File: src/design/lbc_pkg.sv
// Shared constants and types for the low-power DRAM host controller
package lbc_pkg;

  // ------------------------------------------------------------
  // Clock and timing
  // ------------------------------------------------------------
  localparam int TCK_NS = 100;
  localparam int ACT_ACC_NS = 15;
  localparam int PRECH_NS = 15;
  localparam int WREC_NS = 15;
  localparam int PDX_NS = 25;
  localparam int SRX_NS = 112;
  localparam int TRFC_NS = 72;
  localparam int TMRD_CK = 2;
  localparam int WTR_CK = 1;
  localparam int XSR_MIN_CK = 2;
  localparam int RCD_CYC = (ACT_ACC_NS + TCK_NS - 1) / TCK_NS;
  localparam int RP_CYC = (PRECH_NS + TCK_NS - 1) / TCK_NS;
  localparam int WR_CYC = (WREC_NS + TCK_NS - 1) / TCK_NS;
  localparam int XP_CYC = (PDX_NS + TCK_NS - 1) / TCK_NS;
  localparam int XSR_RAW = (SRX_NS + TCK_NS - 1) / TCK_NS;
  localparam int XSR_CYC = (XSR_RAW < XSR_MIN_CK) ? XSR_MIN_CK : XSR_RAW;
  localparam int RFC_CYC = (TRFC_NS + TCK_NS - 1) / TCK_NS;

  // ------------------------------------------------------------
  // Pin widths and fields
  // ------------------------------------------------------------
  localparam int BA_W = 2;
  localparam int A_W = 13;
  localparam int WMASK_W = 4;
  localparam int AP_BIT = 10;

  // Command pins {cs_n, ras_n, cas_n, we_n}
  localparam logic [3:0] PIN_DESEL = 4'hF;
  localparam logic [3:0] PIN_NOP = 4'h7;
  localparam logic [3:0] PIN_ACT = 4'h3;
  localparam logic [3:0] PIN_RD = 4'h5;
  localparam logic [3:0] PIN_WR = 4'h4;
  localparam logic [3:0] PIN_PRE = 4'h2;
  localparam logic [3:0] PIN_REF = 4'h1;
  localparam logic [3:0] PIN_LMR = 4'h0;
  localparam logic [3:0] PIN_BST = 4'h6;

  // ------------------------------------------------------------
  // Types
  // ------------------------------------------------------------
  typedef enum logic [3:0] {
    Q_NOP = 4'h0, Q_ACT = 4'h1, Q_RD = 4'h2, Q_WR = 4'h3,
    Q_PRE = 4'h4, Q_PREALL = 4'h5, Q_REF = 4'h6, Q_LMR = 4'h7,
    Q_BST = 4'h8, Q_PD = 4'h9, Q_SR = 4'hA, Q_DEEP = 4'hB,
    Q_WAKE = 4'hC, Q_INIT_DONE = 4'hD
  } lbc_req_e;

  typedef enum logic [2:0] {
    P_RUN = 3'h0, P_PPD = 3'h1, P_APD = 3'h3, P_SR = 3'h2,
    P_DEEP = 3'h6, P_EXIT = 3'h4
  } lbc_pwr_e;

  typedef enum logic [2:0] {
    B_IDLE = 3'h0, B_ACTING = 3'h1, B_ACTIVE = 3'h3, B_READ = 3'h2,
    B_WRITE = 3'h6, B_PRE = 3'h4
  } lbc_bank_e;

  typedef struct packed {
    lbc_bank_e st;
    logic ap;
    logic [7:0] cnt;
  } lbc_bank_s;

  typedef struct packed {
    lbc_pwr_e pwr;
    logic cke;
    logic [3:0] cmd;
    logic [BA_W-1:0] ba;
    logic [A_W-1:0] addr;
    logic [WMASK_W-1:0] wmask;
    logic done;
    logic need_init;
    logic [7:0] c_rd;
    logic [7:0] c_wr;
    logic [7:0] c_blk;
    logic [7:0] c_ex;
  } lbc_ctrl_s;

  localparam lbc_bank_s BANK_RST = '{st: B_IDLE, ap: 1'b0, cnt: 8'h00};
  localparam lbc_ctrl_s CTRL_RST = '{pwr: P_RUN, cke: 1'b1,
    cmd: PIN_NOP, ba: 2'h0, addr: 13'h0000, wmask: 4'h0, done: 1'b0,
    need_init: 1'b1, c_rd: 8'h00, c_wr: 8'h00, c_blk: 8'h00,
    c_ex: 8'h00};

endpackage : lbc_pkg

File: src/design/lbc_ctrl.sv
// Host controller driving the command and clock-enable pins of the DRAM
`timescale 1ns/1ps
module lbc_ctrl #(
  parameter int BURST_LEN = 4,
  parameter int CAS_LAT = 3,
  parameter int NB = 4
) (
  input wire logic clk_in,
  input wire logic rstn_in,
  input wire logic req_valid_in,
  input wire logic [3:0] req_cmd_in,
  input wire logic [1:0] req_bank_in,
  input wire logic req_ap_in,
  input wire logic [12:0] req_addr_in,
  input wire logic [3:0] req_mask_in,
  output logic req_done_out,
  output logic cke_out,
  output logic cs_n_out,
  output logic ras_n_out,
  output logic cas_n_out,
  output logic we_n_out,
  output logic [1:0] ba_out,
  output logic [12:0] addr_out,
  output logic [3:0] write_byte_mask_out,
  output logic [2:0] pwr_state_out,
  output logic need_init_out
);

  localparam int HB = BURST_LEN / 2;
  localparam int RD2WR = CAS_LAT + HB;
  localparam int WR2RD = 1 + HB + lbc_pkg::WTR_CK;
  localparam int WRR = HB + lbc_pkg::WR_CYC;

  lbc_pkg::lbc_ctrl_s s;
  lbc_pkg::lbc_ctrl_s next_s;
  lbc_pkg::lbc_req_e req;
  logic p_act, p_rd, p_wr, p_pre, p_all, p_ref, p_lmr, p_bst;
  logic [NB-1:0] b_act, b_rd, b_wr, b_pre;
  logic [NB-1:0] b_idle, b_open, b_settled, b_rw, b_cpre;
  logic legal, go, all_idle;

  assign req = lbc_pkg::lbc_req_e'(req_cmd_in);

  // ------------------------------------------------------------
  // Decode of the command now on the pins
  // ------------------------------------------------------------
  assign p_act = s.cke && s.cmd == lbc_pkg::PIN_ACT;
  assign p_rd = s.cke && s.cmd == lbc_pkg::PIN_RD;
  assign p_wr = s.cke && s.cmd == lbc_pkg::PIN_WR;
  assign p_pre = s.cke && s.cmd == lbc_pkg::PIN_PRE;
  assign p_all = p_pre && s.addr[lbc_pkg::AP_BIT];
  assign p_ref = s.cke && s.cmd == lbc_pkg::PIN_REF;
  assign p_lmr = s.cke && s.cmd == lbc_pkg::PIN_LMR;
  assign p_bst = s.cke && s.cmd == lbc_pkg::PIN_BST;
  assign all_idle = &b_idle;

  always_comb begin
    for (int i = 0; i < NB; i++) begin
      b_act[i] = p_act && s.ba == 2'(i);
      b_rd[i] = p_rd && s.ba == 2'(i);
      b_wr[i] = p_wr && s.ba == 2'(i);
      b_pre[i] = p_pre && (p_all || s.ba == 2'(i));
    end
  end

  // ------------------------------------------------------------
  // Bank trackers
  // ------------------------------------------------------------
  for (genvar g = 0; g < NB; g++) begin : g_bank
    lbc_bank #(
      .HB(HB),
      .RCD(lbc_pkg::RCD_CYC),
      .RP(lbc_pkg::RP_CYC),
      .WRR(WRR)
    ) u_bank (
      .clk_in(clk_in),
      .rstn_in(rstn_in),
      .act_in(b_act[g]),
      .rd_in(b_rd[g]),
      .wr_in(b_wr[g]),
      .pre_in(b_pre[g] && b_cpre[g]),
      .ap_in(s.addr[lbc_pkg::AP_BIT]),
      .bst_in(p_bst),
      .idle_out(b_idle[g]),
      .open_out(b_open[g]),
      .settled_out(b_settled[g]),
      .can_rw_out(b_rw[g]),
      .can_pre_out(b_cpre[g])
    );
  end

  // ------------------------------------------------------------
  // Legality of the pending request
  // ------------------------------------------------------------
  always_comb begin
    legal = 1'b0;
    case (req)
      lbc_pkg::Q_ACT: legal = b_idle[req_bank_in] && !s.need_init;
      lbc_pkg::Q_RD: legal = b_rw[req_bank_in] && s.c_rd == 8'h00 &&
        !s.need_init;
      lbc_pkg::Q_WR: legal = b_rw[req_bank_in] && s.c_wr == 8'h00 &&
        !s.need_init;
      lbc_pkg::Q_PRE: legal = b_cpre[req_bank_in] && !s.need_init;
      lbc_pkg::Q_PREALL: legal = &(b_cpre | b_idle);
      lbc_pkg::Q_REF: legal = all_idle;
      lbc_pkg::Q_LMR: legal = all_idle;
      lbc_pkg::Q_BST: legal = !s.need_init;
      lbc_pkg::Q_PD: legal = &b_settled && s.c_wr == 8'h00 &&
        s.c_rd == 8'h00 && !s.need_init;
      lbc_pkg::Q_SR: legal = all_idle && !s.need_init;
      lbc_pkg::Q_DEEP: legal = all_idle;
      lbc_pkg::Q_INIT_DONE: legal = s.need_init && all_idle;
      default: legal = 1'b0;
    endcase
    if (s.c_blk != 8'h00) legal = 1'b0;
  end

  // ------------------------------------------------------------
  // Main state update
  // ------------------------------------------------------------
  always_comb begin
    next_s = s;
    next_s.done = 1'b0;
    next_s.cmd = lbc_pkg::PIN_NOP;
    next_s.wmask = 4'h0;
    if (s.c_rd != 8'h00) next_s.c_rd = s.c_rd - 8'h01;
    if (s.c_wr != 8'h00) next_s.c_wr = s.c_wr - 8'h01;
    if (s.c_blk != 8'h00) next_s.c_blk = s.c_blk - 8'h01;
    if (s.c_ex != 8'h00) next_s.c_ex = s.c_ex - 8'h01;
    if (p_rd) begin
      next_s.c_rd = 8'(HB - 1);
      next_s.c_wr = 8'(RD2WR - 1);
    end
    if (p_wr) begin
      next_s.c_rd = 8'(WR2RD - 1);
      next_s.c_wr = 8'(HB - 1);
    end
    if (p_bst) next_s.c_wr = 8'h00;
    if (p_ref) next_s.c_blk = 8'(lbc_pkg::RFC_CYC - 1);
    if (p_lmr) next_s.c_blk = 8'(lbc_pkg::TMRD_CK - 1);
    go = req_valid_in && !s.done;
    case (s.pwr)
      lbc_pkg::P_RUN: begin
        // Clock enable stays high on both edges here except on a power-down, self-refresh or deep-sleep entry
        if (go && legal) begin
          next_s.done = 1'b1;
          next_s.ba = req_bank_in;
          next_s.addr = req_addr_in;
          case (req)
            lbc_pkg::Q_ACT: next_s.cmd = lbc_pkg::PIN_ACT;
            lbc_pkg::Q_RD: begin
              next_s.cmd = lbc_pkg::PIN_RD;
              next_s.addr[lbc_pkg::AP_BIT] = req_ap_in;
            end
            lbc_pkg::Q_WR: begin
              next_s.cmd = lbc_pkg::PIN_WR;
              next_s.addr[lbc_pkg::AP_BIT] = req_ap_in;
              next_s.wmask = req_mask_in;
            end
            lbc_pkg::Q_PRE, lbc_pkg::Q_PREALL: begin
              next_s.cmd = lbc_pkg::PIN_PRE;
              next_s.addr[lbc_pkg::AP_BIT] = (req == lbc_pkg::Q_PREALL);
            end
            lbc_pkg::Q_REF: next_s.cmd = lbc_pkg::PIN_REF;
            lbc_pkg::Q_LMR: next_s.cmd = lbc_pkg::PIN_LMR;
            lbc_pkg::Q_BST: next_s.cmd = lbc_pkg::PIN_BST;
            lbc_pkg::Q_PD: begin
              next_s.cke = 1'b0;
              next_s.pwr = (|b_open) ? lbc_pkg::P_APD : lbc_pkg::P_PPD;
            end
            lbc_pkg::Q_SR: begin
              next_s.cke = 1'b0;
              next_s.cmd = lbc_pkg::PIN_REF;
              next_s.pwr = lbc_pkg::P_SR;
            end
            lbc_pkg::Q_DEEP: begin
              next_s.cke = 1'b0;
              next_s.cmd = lbc_pkg::PIN_BST;
              next_s.pwr = lbc_pkg::P_DEEP;
            end
            lbc_pkg::Q_INIT_DONE: next_s.need_init = 1'b0;
            default: next_s.done = 1'b0;
          endcase
        end
      end
      lbc_pkg::P_PPD, lbc_pkg::P_APD, lbc_pkg::P_SR, lbc_pkg::P_DEEP: begin
        // Held low with NOP until a wake request
        if (go && req == lbc_pkg::Q_WAKE) begin
          next_s.cke = 1'b1;
          next_s.done = 1'b1;
          next_s.pwr = lbc_pkg::P_EXIT;
          next_s.c_ex = (s.pwr == lbc_pkg::P_SR) ?
            8'(lbc_pkg::XSR_CYC - 1) : 8'(lbc_pkg::XP_CYC - 1);
          if (s.pwr == lbc_pkg::P_DEEP) next_s.need_init = 1'b1;
        end
      end
      lbc_pkg::P_EXIT: begin
        if (s.c_ex == 8'h00) next_s.pwr = lbc_pkg::P_RUN;
      end
      default: next_s.pwr = lbc_pkg::P_RUN;
    endcase
  end

  always_ff @(posedge clk_in or negedge rstn_in) begin
    if (!rstn_in) begin
      s <= lbc_pkg::CTRL_RST;
    end else begin
      s <= next_s;
    end
  end

  // ------------------------------------------------------------
  // Outputs
  // ------------------------------------------------------------
  assign req_done_out = s.done;
  assign cke_out = s.cke;
  assign cs_n_out = s.cmd[3];
  assign ras_n_out = s.cmd[2];
  assign cas_n_out = s.cmd[1];
  assign we_n_out = s.cmd[0];
  assign ba_out = s.ba;
  assign addr_out = s.addr;
  assign write_byte_mask_out = s.wmask;
  assign pwr_state_out = s.pwr;
  assign need_init_out = s.need_init;

  // ------------------------------------------------------------
  // Checks
  // ------------------------------------------------------------
  logic [7:0] since_rd, since_wr;
  logic is_nop;

  assign is_nop = s.cmd == lbc_pkg::PIN_NOP || s.cmd[3];

  always_ff @(posedge clk_in or negedge rstn_in) begin
    if (!rstn_in) begin
      since_rd <= 8'hFF;
      since_wr <= 8'hFF;
    end else begin
      since_rd <= p_rd ? 8'h01 : p_bst ? 8'hFF :
        (since_rd == 8'hFF) ? since_rd : since_rd + 8'h01;
      since_wr <= p_wr ? 8'h01 :
        (since_wr == 8'hFF) ? since_wr : since_wr + 8'h01;
    end
  end
endmodule : lbc_ctrl

File: src/design/lbc_bank.sv
// Per-bank state tracker with its own delay counter
`timescale 1ns/1ps
module lbc_bank #(
  parameter int HB = 2,
  parameter int RCD = 1,
  parameter int RP = 1,
  parameter int WRR = 3
) (
  input wire logic clk_in,
  input wire logic rstn_in,
  input wire logic act_in,
  input wire logic rd_in,
  input wire logic wr_in,
  input wire logic pre_in,
  input wire logic ap_in,
  input wire logic bst_in,
  output logic idle_out,
  output logic open_out,
  output logic settled_out,
  output logic can_rw_out,
  output logic can_pre_out
);

  lbc_pkg::lbc_bank_s s;
  lbc_pkg::lbc_bank_s next_s;

  // ------------------------------------------------------------
  // State update
  // ------------------------------------------------------------
  always_comb begin
    next_s = s;
    if (s.cnt != 8'h00) begin
      next_s.cnt = s.cnt - 8'h01;
    end
    case (s.st)
      lbc_pkg::B_IDLE: begin
        if (act_in) begin
          next_s.st = lbc_pkg::B_ACTING;
          next_s.cnt = 8'(RCD - 1);
        end
      end
      lbc_pkg::B_ACTING: begin
        if (s.cnt == 8'h00) next_s.st = lbc_pkg::B_ACTIVE;
      end
      lbc_pkg::B_PRE: begin
        if (s.cnt == 8'h00) next_s.st = lbc_pkg::B_IDLE;
      end
      lbc_pkg::B_READ, lbc_pkg::B_WRITE: begin
        // Auto precharge starts where a manual one would have
        if (s.cnt == 8'h00 ||
            (bst_in && s.st == lbc_pkg::B_READ && !s.ap)) begin
          next_s.st = s.ap ? lbc_pkg::B_PRE : lbc_pkg::B_ACTIVE;
          next_s.cnt = 8'(RP - 1);
        end
      end
      lbc_pkg::B_ACTIVE: begin
      end
      default: next_s.st = lbc_pkg::B_IDLE;
    endcase
    if (rd_in || wr_in) begin
      next_s.st = rd_in ? lbc_pkg::B_READ : lbc_pkg::B_WRITE;
      next_s.ap = ap_in;
      next_s.cnt = rd_in ? 8'(HB - 1) : 8'(WRR);
    end
    if (pre_in) begin
      next_s.st = lbc_pkg::B_PRE;
      next_s.ap = 1'b0;
      next_s.cnt = 8'(RP - 1);
    end
  end

  always_ff @(posedge clk_in or negedge rstn_in) begin
    if (!rstn_in) begin
      s <= lbc_pkg::BANK_RST;
    end else begin
      s <= next_s;
    end
  end

  // ------------------------------------------------------------
  // Status
  // ------------------------------------------------------------
  assign idle_out = (s.st == lbc_pkg::B_IDLE);
  assign open_out = !(s.st == lbc_pkg::B_IDLE || s.st == lbc_pkg::B_PRE);
  assign settled_out = idle_out || s.st == lbc_pkg::B_ACTIVE;
  assign can_rw_out = (s.st == lbc_pkg::B_ACTIVE) ||
    ((s.st == lbc_pkg::B_READ || s.st == lbc_pkg::B_WRITE) && !s.ap);
  assign can_pre_out = (s.st == lbc_pkg::B_ACTIVE) ||
    (s.st == lbc_pkg::B_READ && !s.ap);

endmodule : lbc_bank

File: config.mk
export PLATFORM = sky130hd
export DESIGN_NAME = lbc_ctrl
export DESIGN_NICKNAME = d
export VERILOG_FILES = /design/src/design/lbc_pkg.sv /design/src/design/lbc_ctrl.sv /design/src/design/lbc_bank.sv
export SDC_FILE = /design/constraint.sdc
export NUM_CORES = 1
export LEC_CHECK = 0
export ABC_CLOCK_PERIOD_IN_PS = 2800
export BUFFER_PORTS_ARGS = -buffer_cell sky130_fd_sc_hd__buf_2
export CELL_PAD_IN_SITES_DETAIL_PLACEMENT = 1
export CELL_PAD_IN_SITES_GLOBAL_PLACEMENT = 2
export CORE_MARGIN = 4
export CORE_UTILIZATION = 37
export CTS_CLUSTER_SIZE = 14
export DETAILED_ROUTE_END_ITERATION = 16
export GPL_ROUTABILITY_DRIVEN = 0
export PLACE_DENSITY_LB_ADDON = 0.2
export SYNTH_ARGS = -nofsm -noshare
export SYNTH_HDL_FRONTEND = slang
export SYNTH_SLANG_ARGS = --single-unit
File: constraint.sdc
create_clock -name clk_in -period 2.8 [get_ports clk_in]
set_input_delay 0.42 -clock clk_in [delete_from_list [all_inputs] [get_ports clk_in]]
set_output_delay 0.42 -clock clk_in [all_outputs]
set_load 0.01 [all_outputs]
# [Word-level counts from Yosys, hierarchy flattened]
# Index checks and enable logic that the tools add are counted.
[op_classes] eq_ne=73 add_sub_neg=8 order_cmp=1 n_reduce_logical=153 bitwise_logic=1 n_mux=92
[op_table] cell="8-bit 2-to-1 mux" count=21
[op_table] cell="12-bit 2-to-1 mux" count=8
[op_table] cell="3-bit 2-to-1 mux" count=25
[op_table] cell="8-bit one-hot mux with 2 select lines" count=4
[op_table] cell="8-bit nonzero test" count=8
[op_table] cell="8-bit by 1-bit subtractor with 8-bit output (second input constant)" count=8
[op_table] cell="3-bit one-hot mux with 5 select lines" count=4
[op_table] cell="1-bit logical AND" count=58
[op_table] cell="8-bit zero test" count=7
[op_table] cell="4-bit by 1-bit != test with 1-bit output (second input constant)" count=12
[op_table] cell="1-bit logical OR" count=32
[op_table] cell="16-bit 2-to-1 mux" count=2
[op_table] cell="3-bit by 2-bit == test with 1-bit output (second input constant)" count=10
[op_table] cell="3-bit == test (second input constant)" count=10
[op_table] cell="29-bit 2-to-1 mux" count=1
[op_table] cell="4-bit by 3-bit == test with 1-bit output (second input constant)" count=7
[op_table] cell="5-bit AND reduction" count=5
[op_table] cell="4-bit == test (second input constant)" count=6
[op_table] cell="23-bit 2-to-1 mux" count=1
[op_table] cell="3-bit one-hot mux with 7 select lines" count=1
[op_table] cell="4-bit AND reduction" count=5
[op_table] cell="4-bit by 2-bit == test with 1-bit output (second input constant)" count=4
[op_table] cell="4-bit by 2-bit != test with 1-bit output (second input constant)" count=4
[op_table] cell="2-bit OR reduction" count=8
[op_table] cell="29 further kinds" count=77
[word_totals] out_inout_bits=29 input_bits=27 regBits=109 wordCells=352

# [Depth between registers and ports, before layout]
[logic_depth] ltp_word=13 mapped_depth=11 mapped_depth_nobuf=9

# [Modules after synthesis]
# From an unflattened synthesis, not the netlist that was laid out.
[hier_totals] cells_unflattened=725 hier_area_um2=6710.2
[by_module_without_submodules] mod="lbc_ctrl" n_inst=1 cells_per_inst=381 area_each_um2=3622.2 seq_area_each_um2=1507.7
[by_module_without_submodules] mod="lbc_bank" n_inst=4 cells_per_inst=86 area_each_um2=772.0 seq_area_each_um2=300.3

# [Worst setup path before layout]
# Ideal clock, no wire load.
[synth_timing] path_type="reg-to-reg" from="register s[24] (netlist name)" to="register s (netlist bit ba_out[0])" stages_incl_launch_ff=12 slack_ps=257 required_ps=2672 path_buffers=2 t_arrival_ps=2415 synth_period_minus_slack_ps=2543 setup_ps=128 path_cell_list="dfrtp_1 > inv_1 > ha_1 > nor4b_1 > and2_1 > clkbuf_1 > a32oi_1 > nor3_2 > o21ai_1 > a21oi_4 > buf_4 > mux2_1"
[synth_via] elab_chain_cells=7 word_cells_on_any_way=9 cone_classes="mux (2); reduce/logical (7)"
[synth_rtl] item="start, declared" line_no="lbc_ctrl.sv:34" source="lbc_pkg::lbc_ctrl_s s;"
[synth_rtl] item="start signal, assigned" line_no="lbc_ctrl.sv:206" source="s <= lbc_pkg::CTRL_RST;"
[synth_rtl] item="start signal, assigned" line_no="lbc_ctrl.sv:208" source="s <= next_s;"
[synth_rtl] item="8-bit zero test (*)" line_no="lbc_ctrl.sv:99, lbc_ctrl.sv:109"
[synth_rtl] item="1-bit logical AND, on equally long branches" line_no="lbc_ctrl.sv:108, lbc_ctrl.sv:99"
[synth_rtl] item="1-bit logical AND, on equally long branches" line_no="lbc_ctrl.sv:109, lbc_ctrl.sv:99"
[synth_rtl] item="1-bit one-hot mux with 10 select lines (*)" line_no="lbc_ctrl.sv:97" source="case (req)"
[synth_rtl] item="1-bit 2-to-1 mux (*)" line_no="lbc_ctrl.sv:115" source="if (s.c_blk != 8'h00) legal = 1'b0;"
[synth_rtl] item="1-bit logical AND (*)" line_no="lbc_ctrl.sv:145" source="if (go && legal) begin"
[synth_rtl] item="2-bit AND reduction (no line) (*)"
# Mark *: on every way between the ends. The rest lies on a longest branch, timed or not.
# A chain may end at the register's enable or synchronous reset.

# [Worst setup path in the final report]
[layout_timing] from="register g_bank[3].u_bank.s[9] (netlist name)" to="register s (netlist bit addr_out[10])"
[layout_via] elab_chain_cells=12 word_cells_on_any_way=35 cone_classes="eq/ne (3); mux (8); bitwise (1); reduce/logical (23)"
[layout_rtl] item="start, declared" line_no="lbc_bank.sv:24" source="lbc_pkg::lbc_bank_s s;"
[layout_rtl] item="start signal, assigned" line_no="lbc_bank.sv:74" source="s <= lbc_pkg::BANK_RST;"
[layout_rtl] item="start signal, assigned" line_no="lbc_bank.sv:76" source="s <= next_s;"
[layout_rtl] item="3-bit by 2-bit == test with 1-bit output or 3-bit == test (tied branches)" line_no="lbc_bank.sv:87, lbc_bank.sv:89"
[layout_rtl] item="1-bit logical OR" line_no="lbc_bank.sv:87" source="((s.st == lbc_pkg::B_READ || s.st == lbc_pkg::B_WRITE) && !s.ap);"
[layout_rtl] item="1-bit logical AND" line_no="lbc_bank.sv:87"
[layout_rtl] item="1-bit logical OR" line_no="lbc_bank.sv:86" source="assign can_rw_out = (s.st == lbc_pkg::B_ACTIVE) ||"
[layout_rtl] item="1-bit binary-select mux with 2-bit select" line_no="lbc_ctrl.sv:99, lbc_ctrl.sv:101"
[layout_rtl] item="1-bit 2-to-1 mux (implied by the code)" line_no="lbc_ctrl.sv:99, lbc_ctrl.sv:101"
[layout_rtl] item="1-bit logical AND, on equally long branches (2 in a row)" line_no="lbc_ctrl.sv:101, lbc_ctrl.sv:99"
[layout_rtl] item="1-bit one-hot mux with 10 select lines (*)" line_no="lbc_ctrl.sv:97"
[layout_rtl] item="1-bit 2-to-1 mux (*)" line_no="lbc_ctrl.sv:115"
[layout_rtl] item="1-bit logical AND (*)" line_no="lbc_ctrl.sv:145"
[layout_rtl] item="2-bit AND reduction (no line) (*)"
# Mark *: on every way between the ends. The rest lies on a longest branch, timed or not. The select of a mux whose other input is x is not followed.

==> results.cfg <==
[run_status]
outcome = finished clean

[yosys]
muxShareOfSynthArea = 0.0379
synthSimpleGateAreaFrac = 0.261
synth-compound-area-share = 0.123
synth-async-reset-ratio = 1.00
syn_area_um2 = 6370
synth.ff_latch_count = 108
synthAdderAreaFrac = 0.0275
yosys.cell_types.count = 69
synth_top_flop_cell = dfrtp_1
synth_top_family_by_area = simple AND/OR/NAND/NOR gates
synth-xor-area-share = 0.0591
yosysWarnings = 0
ys_seq_area_frac = 0.425
syn_area_per_cell_um2 = 8.99
syn_inst = 709
syn-num-nets = 750
synth_edf_count = 0

[detailed_routing]
postRouteAntennaNets = 0
drc = 0
dr.pass1.iters = 4
first_iter_violations = 200
viasPerCell = 5.29
routedWlPerCell_um = 16.8
dr_total_vias = 5159
drt-total-wl_um = 16400

[clock_tree]
htree_levels = 3
cts_buffers = 9
clk_latency_ns = 0.36
clk_path_buf_depth = 2
cts_tree = built
cts-root-buf = clkbuf_16
post_cts_buffers = 0
path_clk_slew_ns = 0.07
cts.sinks = 108
cts_hold_buffers = 0

[floorplan]
core_area_um2 = 16800
start_util = 0.380
rows = 47
io_pins = 56
die_h_um = 139
dieWidth_um = 139
dieArea_um2 = 19400

[sta]
fin_setup_tns_ns = 0
grt_setup_unrepaired = no
slew_violations = 0
setup_viol = 0
fin_crit_ns = 2.57
tightest_slew_ns = 0.654
fin_crit_sh = 0.918
fin_worst_skew_ns = 0.0124
whs_ns = 0.0527
slew_headroom = 0.563
timing.fmax_ghz = 0.389
timing_hold_violations_final = 0

[global_routing]
overflow = 0
grt_pass1_wl_um = 28000
antenna_found_initial = 0
grt_max_degree = 67
track_usage = 0.174
grt_pass1_vias = 5492

[place]
placed_cell_area_um2 = 6890
dp_hpwl_um = 12300
numPortBuffers = 54

[final_layout]
areaGrowthSynthToFinish_pct = 13.4
fillerInstances = 1964
fin_util = 0.431
final_nets = 793
antenna_cells = 0
stdcell_area_um2 = 7230
drive_gt1_frac = 0.163

[power]
power_density_nw_per_um2 = 868
ir_drop_mv = 0.538
p_leak_nw = 3.17

[setup_path]
crit_required_ns = 3.04
cp-start-kind = flip-flop
end_kind = flip-flop
crit_type = flip-flop to flip-flop
crit_path_max_fanout = 11
arrival_ns = 2.81

[flow_run]
maxCapViolations = 0

[worst_hold_path]
hold_path_class = input port to asynchronous set/reset pin
what timing repair did:
action | in CTS | in global routing
endpoints found under the setup margin | 0 | 15
gates resized for setup | 0 | 2
hold endpoints to repair | 0 | 0
registers in the layout, indices dropped and copies added (netlist names):
signal and cells:
pwr_state_out 3, we_n_out 1, ras_n_out 1, g_bank.u_bank.s 48, write_byte_mask_out 4, req_done_out 1, ba_out 2, cke_out 1
need_init_out 1, addr_out 13, cas_n_out 1, s 32
placed cells by master, fill, tap and decap left out, drive strengths merged, types with 13 or more instances in the layout:
cell type  Yosys  layout
a21oi         42      42
buf           29      88
nand2         52      52
mux2          17      17
nor4          17      17
ha            14      14
nor2b         13      13
nor3          27      27
inv           29      29
nor2         108     108
dfrtp        103     103
xnor2         34      34
o21ai         27      27
nand2b        20      20
synth_stat cells (3+ instances only):
master | number | area (µm²)
a311oi_1 | 3 | 26.3
o22ai_1 | 3 | 18.8
a211oi_1 | 5 | 37.5
o21ai_0 | 25 | 125
buf_2 | 4 | 20.0
nand2_1 | 52 | 195
o31ai_1 | 7 | 52.6
nor3_1 | 25 | 125
xnor2_1 | 34 | 298
nor4b_4 | 3 | 71.3
dfstp_2 | 5 | 131
or3_1 | 8 | 50.1
or4_1 | 9 | 67.6
nor4b_1 | 5 | 43.8
nand4b_1 | 5 | 43.8
dfrtp_1 | 103 | 2580
nor4_1 | 17 | 106
buf_4 | 24 | 180
a31oi_1 | 7 | 43.8
a32oi_1 | 3 | 26.3
xor2_1 | 9 | 78.8
o21a_1 | 3 | 22.5
nand3_1 | 10 | 50.1
and3_1 | 7 | 43.8
nand3b_1 | 5 | 37.5
a21o_1 | 4 | 30.0
and2_1 | 5 | 31.3
mux2i_1 | 5 | 50.1
nor2b_1 | 13 | 81.3
a21oi_1 | 41 | 205
nand4_1 | 3 | 18.8
nor3b_1 | 3 | 22.5
inv_1 | 29 | 109
clkbuf_1 | 27 | 101
ha_1 | 14 | 175
nand2b_1 | 20 | 125
mux2_1 | 15 | 169
nor2_1 | 108 | 405
worst max-delay path: stages, from the launching register on:
cell       delay [ns]
dfrtp_1          0.53
nand2b_1         0.26
a31oi_1          0.11
a2111oi_0        0.38
o221ai_1         0.23
o211a_1          0.22
a21oi_4          0.18
buf_4            0.21
mux2_1           0.33
path summary, 6_finish.rpt:
kind | start | cells past startpoint | end | slack (ns)
setup / recovery | g_bank[3].u_bank.s[9]$_DFFE_PN0P_ | 8 | addr_out[10]$_DFFE_PN0P_ | 0.23
hold / removal | rstn_in | 1 | s[3]$_DFF_PN0_ | 0.05
setup reg to reg | g_bank[3].u_bank.s[9]$_DFFE_PN0P_ | 8 | addr_out[10]$_DFFE_PN0P_ | 0.23
hold reg to reg | addr_out[11]$_DFFE_PN0P_ | 1 | addr_out[11]$_DFFE_PN0P_ | 0.48
max in group asynchronous | rstn_in | 2 | g_bank[0].u_bank.s[6]$_DFF_PN0_ | 1.97
min in group clk_in | req_addr_in[5] | 2 | addr_out[5]$_DFFE_PN0P_ | 0.28
report_power, final:
group | total (mW) | internal [mW] | switching, mW | leakage [nW]
combinational | 2.08 | 0.994 | 1.09 | 1.67
sequential | 2.75 | 2.14 | 0.612 | 1.34
clock | 1.43 | 0.868 | 0.566 | 0.159
per-stage QoR:
stage | cells | setup WS (ns) | total power [mW]
3_5_place_dp | 961 | 0.142 | 4.88
6_report | 976 | 0.229 | 6.27
4_1_cts | 976 | 0.108 | 6.38
2_1_floorplan | 709 | 0.257 | 4.33
5_1_grt | 976 | 0.0241 | 6.81
3_3_place_gp | 961 | 0.171 | 4.74
per-layer routing:
metal | global-route usage | share of wire | vias to the layer above
met2 | 0.289 | 0.48 | 58
met3 | 0.0298 | 0.028 | 11
met1 | 0.236 | 0.48 | 2560
met4 | 0.0448 | 0.011 | 0
met5 | 0 | 0 | -
li1 | - | - | 2530
logic make-up (layout without fill, tap and decap cells):
| group | Yosys count | count (layout) |
|---|---|---|
| mux | 22 | 22 |
| xor+xnor | 43 | 43 |
| compound gates | 123 | 123 |
| simple gates | 313 | 313 |
| buf+inv | 85 | 132 |
| other cells | 1 | 1 |
| fa+ha+maj | 14 | 14 |
| flops | 108 | 108 |
layout make-up:
| class | instances | area (µm²) | share of cell area |
|---|---|---|---|
| inverters | 29 | 109 | 0.0151 |
| clock buffers | 10 | 229 | 0.0317 |
| multi-input cells | 516 | 3250 | 0.450 |
| repair buffers | 88 | 553 | 0.0765 |
| clock inverters | 5 | 103 | 0.0142 |
| well taps | 220 | 275 | 0.0381 |
| flip-flops and latches | 108 | 2710 | 0.375 |
(Power assumes the default switching activity.)
